==> config.mk <==
export PLATFORM = sky130hd
export DESIGN_NAME = adsq_core
export DESIGN_NICKNAME = d
export VERILOG_FILES = /design/src/hdl/adsq_pkg.sv /design/src/hdl/adsq_timer.sv /design/src/hdl/adsq_core.sv
export SDC_FILE = /design/constraint.sdc
export NUM_CORES = 1
export LEC_CHECK = 0
export BUFFER_PORTS_ARGS = -buffer_cell sky130_fd_sc_hd__buf_2
export CELL_PAD_IN_SITES_DETAIL_PLACEMENT = 1
export CELL_PAD_IN_SITES_GLOBAL_PLACEMENT = 1
export CORE_ASPECT_RATIO = 0.8
export CORE_MARGIN = 8
export CORE_UTILIZATION = 40
export CTS_BUF_LIST = sky130_fd_sc_hd__clkbuf_8
export DETAILED_ROUTE_END_ITERATION = 6
export PLACE_DENSITY_LB_ADDON = 0.1
export REMOVE_ABC_BUFFERS = 1
export SYNTH_ARGS = -nofsm -noshare
export SYNTH_HDL_FRONTEND = slang
export SYNTH_SLANG_ARGS = --single-unit
==> constraint.sdc <==
create_clock -name mclk -period 3.6 [get_ports mclk]
set_input_delay 0.54 -clock mclk [delete_from_list [all_inputs] [get_ports mclk]]
set_output_delay 0.54 -clock mclk [all_outputs]
set_load 0.01 [all_outputs]
==> src/hdl/adsq_pkg.sv <==
package adsq_pkg;

  // ****************************************
  // register map (word index on the plain port)
  // ****************************************
  localparam logic [3:0] ADDR_CHSEL = 4'h0;
  localparam logic [3:0] ADDR_MODE = 4'h1;
  localparam logic [3:0] ADDR_RESULT = 4'h2;
  localparam logic [3:0] ADDR_PFMODE = 4'h3;
  localparam logic [3:0] ADDR_PFTHR = 4'h4;
  localparam logic [3:0] ADDR_IRQ_STAT = 4'h5;
  localparam logic [3:0] ADDR_IRQ_MASK = 4'h6;
  localparam logic [3:0] ADDR_STATUS = 4'h7;

  // ****************************************
  // field positions and widths
  // ****************************************
  localparam int CH_W = 3;
  localparam int RES_W = 10;
  localparam int MODE_CE_BIT = 0;
  localparam int MODE_FR_LO = 3;
  localparam int MODE_FR_HI = 5;
  localparam int MODE_CS_BIT = 7;
  localparam int PF_EN_BIT = 7;
  localparam int PF_CMP_BIT = 6;
  localparam int IRQ_DONE_BIT = 0;
  localparam int IRQ_PF_BIT = 1;
  localparam int IRQ_W = 2;

  // ****************************************
  // reset values
  // ****************************************
  localparam logic [7:0] MODE_RST = 8'h00;
  localparam logic [7:0] CHSEL_RST = 8'h00;
  localparam logic [7:0] PFMODE_RST = 8'h00;
  localparam logic [7:0] PFTHR_RST = 8'h00;
  localparam logic [9:0] RESULT_RST = 10'h000;
  localparam logic [1:0] IRQ_RST = 2'h0;

  // ****************************************
  // timing: conversion time per select code, in clocks
  // ****************************************
  localparam int CLK_MHZ = 50;
  localparam int STARTUP_EXTRA = 16;
  localparam int CONV_CYC_W = 10;
  localparam logic [CONV_CYC_W-1:0] CONV_CYC_TAB [8] = '{
    10'h3c0, 10'h300, 10'h240, 10'h180, 10'h0f0, 10'h0c0, 10'h090, 10'h060};

  // ****************************************
  // carriers
  // ****************************************
  typedef struct packed {
    logic [3:0] addr;
    logic [7:0] wdata;
    logic wr;
    logic rd;
  } adsq_bus_req_t;

  typedef struct packed {
    logic [9:0] value;
    logic done;
  } adsq_conv_t;

  typedef enum logic [1:0] {
    ST_IDLE = 2'b00,
    ST_FIRST = 2'b01,
    ST_REPEAT = 2'b11
  } adsq_state_t;

endpackage

==> src/hdl/adsq_timer.sv <==
`timescale 1ns/1ps
`default_nettype none

// ****************************************
// conversion period counter: one done pulse per conversion
// ****************************************
module adsq_timer
  import adsq_pkg::*;
(
  // clock and reset
  input wire logic mclk,
  input wire logic rst_n,
  // control
  input wire logic run,
  input wire logic [CONV_CYC_W-1:0] period,
  // event
  output logic tick
);

  logic [CONV_CYC_W-1:0] cnt_q;
  logic [CONV_CYC_W-1:0] cnt_d;
  wire at_end = run && (cnt_q + 10'h001 >= period);

  // restart on every end and hold at zero while stopped
  assign cnt_d = (!run || at_end) ? 10'h000 : cnt_q + 10'h001;
  assign tick = at_end;

  always_ff @(posedge mclk)
  begin
    if (!rst_n)
      cnt_q <= 10'h000;
    else
      cnt_q <= cnt_d;
  end

endmodule

`default_nettype wire

==> src/hdl/adsq_core.sv <==
`timescale 1ns/1ps
`default_nettype none

// Overview of operation
// - channel write costs one wait cycle
// - mode/channel write may spoil result
// - result read costs one wait cycle
// - power-fail mode write costs wait cycle
// - threshold write costs one wait cycle
// - first conversion lasts selected time plus settling tail
// - repeated pf conversions last selected time
// - converter stops in standby
// - result read beats end-of-conversion update
// - mode or channel write suppresses end-of-conversion update
module adsq_core
  import adsq_pkg::*;
(
  // clock and reset
  input wire logic mclk,
  input wire logic rst_n,
  // register port
  input wire logic [3:0] reg_addr,
  input wire logic [7:0] reg_wdata,
  input wire logic reg_wr,
  input wire logic reg_rd,
  output logic [7:0] reg_rdata,
  output logic reg_wait,
  // analog side
  input wire logic [9:0] sample_value,
  output logic [CH_W-1:0] analog_input_sel,
  output logic comparator_powered,
  // system
  input wire logic standby,
  output logic conversion_done_irq
);

  // ****************************************
  // register state
  // ****************************************
  logic [7:0] mode_q;
  logic [7:0] chsel_q;
  logic [7:0] pfmode_q;
  logic [7:0] pfthr_q;
  logic [RES_W-1:0] result_q;
  logic [RES_W-1:0] result_d;
  logic [RES_W-1:0] pend_q;
  logic pend_valid_q;
  logic [IRQ_W-1:0] stat_q;
  logic [IRQ_W-1:0] mask_q;
  logic [7:0] rdata_q;
  logic pf_flag_q;
  adsq_state_t state_q;
  adsq_state_t state_d;
  adsq_bus_req_t req;
  adsq_conv_t conv;
  logic [CONV_CYC_W-1:0] period;
  logic tick;

  assign req = '{addr: reg_addr, wdata: reg_wdata, wr: reg_wr, rd: reg_rd};

  // ****************************************
  // address decode
  // ****************************************
  wire wr_chsel = req.wr && req.addr == ADDR_CHSEL;
  wire wr_mode = req.wr && req.addr == ADDR_MODE;
  wire wr_pfmode = req.wr && req.addr == ADDR_PFMODE;
  wire wr_pfthr = req.wr && req.addr == ADDR_PFTHR;
  wire wr_stat = req.wr && req.addr == ADDR_IRQ_STAT;
  wire wr_mask = req.wr && req.addr == ADDR_IRQ_MASK;
  wire rd_result = req.rd && (req.addr == ADDR_RESULT);

  // wait cycle on the accesses that touch the converter's slow side
  // wait on channel, mode, pf mode and threshold writes and on result reads
  assign reg_wait = wr_chsel || rd_result || wr_pfmode || wr_pfthr || wr_mode;

  // ****************************************
  // mode fields
  // ****************************************
  wire conv_on = mode_q[MODE_CS_BIT] && !standby;
  wire [2:0] fr_sel = mode_q[MODE_FR_HI:MODE_FR_LO];
  wire pf_on = pfmode_q[PF_EN_BIT];
  // channel field only, upper bits ignored
  assign analog_input_sel = chsel_q[CH_W-1:0];
  assign comparator_powered = mode_q[MODE_CE_BIT] && !standby;

  // ****************************************
  // conversion sequencer
  // ****************************************
  // first conversion adds a settling tail, later ones use the selected time
  // selected conversion time, plus the settling tail while in ST_FIRST
  assign period = (state_q == ST_FIRST) ?
    CONV_CYC_TAB[fr_sel] + CONV_CYC_W'(STARTUP_EXTRA) : CONV_CYC_TAB[fr_sel];

  always_comb
  begin
    state_d = state_q;
    case (state_q)
      ST_IDLE: if (conv_on) state_d = ST_FIRST;
      ST_FIRST: if (!conv_on) state_d = ST_IDLE; else if (tick) state_d = ST_REPEAT;
      ST_REPEAT: if (!conv_on) state_d = ST_IDLE;
      default: state_d = ST_IDLE;
    endcase
  end

  adsq_timer u_timer (
    .mclk(mclk),
    .rst_n(rst_n),
    .run(conv_on && state_q != ST_IDLE),
    .period(period),
    .tick(tick)
  );

  // a mode or channel write in the end cycle drops the new result
  wire blocked = wr_mode || wr_chsel;
  assign conv = '{value: sample_value, done: tick && !blocked};

  // read wins, result lands one cycle later
  wire take_pend = pend_valid_q && !rd_result;
  always_comb
  begin
    result_d = result_q;
    if (conv.done && !rd_result)
      result_d = conv.value;
    else if (take_pend)
      result_d = pend_q;
  end

  // threshold compare on upper 8 bits
  wire pf_hit = pfmode_q[PF_CMP_BIT] ? (conv.value[9:2] <= pfthr_q) : (conv.value[9:2] > pfthr_q);
  wire pf_event = pf_on && conv.done && pf_hit;
  wire [IRQ_W-1:0] ev = {pf_event, conv.done};

  // ****************************************
  // register writes
  // ****************************************
  always_ff @(posedge mclk)
  begin
    if (!rst_n)
    begin
      mode_q <= MODE_RST;
      chsel_q <= CHSEL_RST;
      pfmode_q <= PFMODE_RST;
      pfthr_q <= PFTHR_RST;
      mask_q <= IRQ_RST;
    end
    else
    begin
      if (wr_mode) mode_q <= req.wdata;
      if (wr_chsel) chsel_q <= req.wdata;
      if (wr_pfmode) pfmode_q <= req.wdata;
      if (wr_pfthr) pfthr_q <= req.wdata;
      if (wr_mask) mask_q <= req.wdata[IRQ_W-1:0];
    end
  end

  // result, deferred copy and compare flag
  always_ff @(posedge mclk)
  begin
    if (!rst_n)
    begin
      result_q <= RESULT_RST;
      pend_q <= RESULT_RST;
      pend_valid_q <= 1'b0;
      pf_flag_q <= 1'b0;
      state_q <= ST_IDLE;
    end
    else
    begin
      state_q <= state_d;
      result_q <= result_d;
      pend_valid_q <= (conv.done && rd_result) || (pend_valid_q && rd_result);
      if (conv.done) pend_q <= conv.value;
      if (conv.done && pf_on) pf_flag_q <= pf_hit;
    end
  end

  // ****************************************
  // interrupt status: set beats write-one-clear
  // ****************************************
  genvar gi;
  generate
    for (gi = 0; gi < IRQ_W; gi++)
    begin : g_stat
      always_ff @(posedge mclk)
      begin
        if (!rst_n)
          stat_q[gi] <= 1'b0;
        else if (ev[gi])
          stat_q[gi] <= 1'b1;
        else if (wr_stat && req.wdata[gi])
          stat_q[gi] <= 1'b0;
      end
    end
  endgenerate

  assign conversion_done_irq = |(stat_q & mask_q);

  // ****************************************
  // read mux, data one cycle after the strobe
  // ****************************************
  logic [7:0] rd_mux;
  always_comb
  begin
    case (req.addr)
      ADDR_CHSEL: rd_mux = chsel_q;
      ADDR_MODE: rd_mux = mode_q;
      ADDR_RESULT: rd_mux = result_q[9:2];
      ADDR_PFMODE: rd_mux = pfmode_q;
      ADDR_PFTHR: rd_mux = pfthr_q;
      ADDR_IRQ_STAT: rd_mux = {6'h00, stat_q};
      ADDR_IRQ_MASK: rd_mux = {6'h00, mask_q};
      ADDR_STATUS: rd_mux = {5'h00, pf_flag_q, state_q};
      default: rd_mux = 8'h00;
    endcase
  end

  always_ff @(posedge mclk)
  begin
    if (!rst_n)
      rdata_q <= 8'h00;
    else if (req.rd)
      rdata_q <= rd_mux;
    else
      rdata_q <= 8'h00;
  end
  assign reg_rdata = rdata_q;

  // ****************************************
  // checks
  // ****************************************
  // read wins
  read_priority_a: assert property (@(posedge mclk) disable iff (!rst_n)
    (conv.done && rd_result) |=> (result_q == $past(result_q)) ##1 ($past(rd_result) || result_q == $past(pend_q)))
    else $error("result changed during colliding read");
  write_suppress_a: assert property (@(posedge mclk) disable iff (!rst_n)
    (tick && blocked) |=> !stat_q[IRQ_DONE_BIT] || $past(stat_q[IRQ_DONE_BIT]))
    else $error("done flag set despite config write");
  chsel_wait_a: assert property (@(posedge mclk) disable iff (!rst_n) wr_chsel |-> reg_wait)
    else $error("no wait on channel write");
  result_wait_a: assert property (@(posedge mclk) disable iff (!rst_n) rd_result |-> reg_wait)
    else $error("no wait on result read");
  pfmode_wait_a: assert property (@(posedge mclk) disable iff (!rst_n) wr_pfmode |-> reg_wait)
    else $error("no wait on pf mode write");
  pfthr_wait_a: assert property (@(posedge mclk) disable iff (!rst_n) wr_pfthr |-> reg_wait)
    else $error("no wait on threshold write");
  standby_stop_a: assert property (@(posedge mclk) disable iff (!rst_n)
    standby ##1 standby |-> state_q == ST_IDLE && !comparator_powered)
    else $error("converter ran in standby");
  conv_time_a: assert property (@(posedge mclk) disable iff (!rst_n)
    (state_q == ST_REPEAT && tick) |-> period == CONV_CYC_TAB[fr_sel])
    else $error("wrong repeat conversion time");
  pf_compare_a: assert property (@(posedge mclk) disable iff (!rst_n)
    (conv.done && pf_on) |=> pf_flag_q == $past(pf_hit))
    else $error("power-fail flag mismatch");
  first_long_a: assert property (@(posedge mclk) disable iff (!rst_n)
    state_q == ST_FIRST |-> period > CONV_CYC_TAB[fr_sel])
    else $error("first conversion not lengthened");

  cov_done_c: cover property (@(posedge mclk) conv.done);
  cov_collide_c: cover property (@(posedge mclk) conv.done && rd_result);
  cov_block_c: cover property (@(posedge mclk) tick && blocked);
  cov_pf_c: cover property (@(posedge mclk) pf_event);

endmodule

`default_nettype wire

==> impl_metrics.json <==
{
  "fin_area_um2": 4319,
  "crit_path_max_fanout": 20,
  "r2r_end": "result_q[4]",
  "grt_pass1_wl_mm": 17.48,
  "worstHoldStart": "sample_value[4]",
  "clk_latency_ns": 0.36,
  "nets": 486,
  "cts_tree": "done",
  "syn_avg_cell_area_um2": 9.290,
  "root_buffer": "clkbuf_8",
  "p_clk_frac": 0.481,
  "final.setup_skew_ns": 0.01096,
  "final_cell_mix": "dfxtp_1 (74), nor2_1 (56), mux2i_1 (40)",
  "ff2ff_path_depth": 12,
  "worst_setup_path_end_kind": "register",
  "grt_use_total": 0.1718,
  "dp_slack_ns": 0.1181,
  "gp_congestion": 0.7689,
  "async_reset_ff_frac": 0,
  "placed_area_um2": 4036,
  "initial_core_util": 0.4148,
  "drc": 0,
  "grt_antenna_before_repair": 0,
  "path_clk_slew_ns": 0.09,
  "fillerInstances": 1060,
  "wl_per_cell_um": 19.22,
  "synth-seq-cells": 74,
  "period_share": 0.9078,
  "n_antenna_cell": 0,
  "pwr-share-comb": 0.061,
  "vias": 3072,
  "ys.flop_type": "dfxtp_1",
  "seqPwrFrac": 0.458,
  "dieArea_um2": 12840,
  "switchingPower_w": 0.0004161,
  "cts_made_buffers": 9,
  "switching_share": 0.2303,
  "cp_cell_sequence": "inv_1, ha_1, nor2b_1, ha_1, mux2i_1, ha_1, a21o_1, nand2b_1, o21a_1, buf_12, or3_1, o2111a_1",
  "max_cap_violations": 0,
  "die_h_um": 103.0,
  "grt_max_degree": 47,
  "finish.utilization": 0.4739,
  "leakage_nw": 1.743,
  "coreArea_um2": 9115,
  "clkSinkCount": 74,
  "syn2layout_area_growth_pct": 14.23,
  "cts_hold_buf": 0,
  "outcome": "complete, no violations",
  "ioPinCount": 41,
  "r2r_slack_ns": 0.33,
  "whs_endpoint": "pend_q[4]",
  "crit_type": "register to register",
  "cts_buffer_depth": 2,
  "setup_viol": 0,
  "portBuffers": 38,
  "syn-instance-count": 407,
  "yosysUniqueCellTypes": 52,
  "cts_setup_buffers": 0,
  "fin_crit_ns": 3.268,
  "regArea_um2": 1481,
  "instances_no_fill": 558,
  "synthesis.area_um2": 3781,
  "critical_path_required_ns": 3.85,
  "grt_pass1_vias": 3272,
  "worstSetupStartpointType": "register",
  "dpl.hpwl_mm": 7.658,
  "worst_slew_pin_slew_ns": 0.8634,
  "drt_iter0_markers": 226,
  "num_rows": 31,
  "slew_headroom": 0.4236,
  "die_w_um": 124.7,
  "cpPeakStageDelay_ns": 0.43,
  "final.setup.tns_ns": 0,
  "synth_warnings": 0,
  "post_cts_resized": 0,
  "setup_ws_ns": 0.3319,
  "intPower_w": 0.001391,
  "seq_area_frac_synth": 0.3918,
  "hold_viol": 0,
  "ir_drop_mv": 0.2702,
  "worst_hold_path.num_cells": 3,
  "first_pass_iters": 4,
  "power.density_nw_per_um2": 418.4,
  "grt_overflow_total": 0,
  "multi_input_area_um2": 2125,
  "maxSlewViolCount": 0,
  "final_common_cell": "dfxtp_1",
  "rr_startpoint": "mode_q[3]",
  "synth-edff-count": 0,
  "path_common_cell": "ha_1",
  "via_per_inst": 5.505,
  "rsz0062_at_grt": "no",
  "h-tree-depth": 3,
  "hp-class": "primary input to register",
  "ant_nets": 0,
  "slowest_stage": "dfxtp_1",
  "drive_gt1_frac": 0.1874,
  "wl_mm": 10.72,
  "fmax_mhz": 306.0,
  "placedCellCount": 542,
  "crit_arrival_ns": 3.52
}
==> routing by layer <==
layer,global-route usage,vias to the layer above,share of wire
li1,-,1500,-
met1,0.2234,1514,0.51
met2,0.2796,49,0.44
met3,0.04214,9,0.035
met4,0.04709,0,0.011
met5,0,-,0
==> state kept, by name (all words and copies together), names as in the netlist <==
signal         cells
chsel_q            8
mask_q             2
mode_q             8
pend_q             8
pend_valid_q       1
pf_flag_q          1
pfmode_q           8
pfthr_q            8
reg_rdata          8
result_q           8
stat_q             2
state_q            2
u_timer.cnt_q     10
==> logic make-up after synthesis <==
family	after synthesis	synth area share
buffers and inverters	40	0.05096
AO/OA/AOI/OAI	62	0.1155
flip-flops	74	0.3918
multiplexers	48	0.1506
AND/OR/NAND/NOR	151	0.1962
adder cells (fa/ha/maj)	21	0.06949
XOR/XNOR	11	0.02548
==> final cells by class <==
type                       count  share of cell area
clock buffer                   9             0.02868
clock inverter                 7             0.03273
inverter                      17             0.01477
multi-input combinational    293              0.4919
sequential                    74              0.3430
tap                          115             0.03331
timing repair buffer          43             0.05562
==> how the worst max path moves through the flow <==
stage | startpoint | end | slack (ns) | cells after the start
final | mode_q[3] | result_q[4] | 0.33 | 12
after global routing | mode_q[3] | pf_flag_q | 0.01 | 15
after CTS | mode_q[3] | result_q[4] | 0.05 | 14
after global placement | mode_q[3] | u_timer.cnt_q[9] | 0.28 | 13
after detailed placement | mode_q[3] | result_q[9] | 0.12 | 14
after floorplan | mode_q[3] | pf_flag_q | 0.41 | 13
==> critical path, delay by kind of cell, from the launching register on <==
kind                       cells  cell delay, ns
AOI/OAI and AO/OA              3            0.55
adders and majority gates      3            0.89
buffers and inverters          2            0.27
DFF                            1            0.43
muxes                          1            0.23
and+or+nand+nor                3            0.76
==> stage by stage <==
stage | hold WS [ns] | power [W]
floorplan | 0.4405 | 0.0008946
global placement | 0.4576 | 0.0009531
detailed placement | 0.4721 | 0.0009553
CTS | 0.4488 | 0.001823
global route | 0.4731 | 0.001865
finish | 0.4532 | 0.001807
==> cells in the mapped netlist (all sizes together), types with 2 or more instances <==
master	count	share of area
dfxtp	74	0.39
nor2b	11	0.022
buf	11	0.022
mux4	7	0.042
o2111a	8	0.024
inv	17	0.017
nor4	2	0.0050
nor3	4	0.0053
and2	2	0.0033
or2	2	0.0033
xnor2	4	0.0093
nand2b	2	0.0033
a21oi	25	0.036
a221oi	2	0.0046
nor2	57	0.057
mux2i	40	0.11
nor3b	2	0.0040
ha	21	0.069
nand3	18	0.025
o21a	2	0.0040
or3	17	0.028
nand4	7	0.012
a211oi	3	0.0060
a22oi	5	0.0099
clkbuf	12	0.012
a31oi	2	0.0033
xor2	7	0.016
o21ai	8	0.012
nand2	25	0.025
==> power by group through the flow <==
stage	clock, W	sequential (W)	combinational (W)
after floorplan	0	0.000845	0.0000496
after detailed placement	0	0.000846	0.000109
final	0.000870	0.000827	0.000110
after CTS	0.000886	0.000827	0.000110
after global placement	0	0.000846	0.000107
after global routing	0.000916	0.000828	0.000122
No activity file was read; power rests on OpenSTA's default activity.
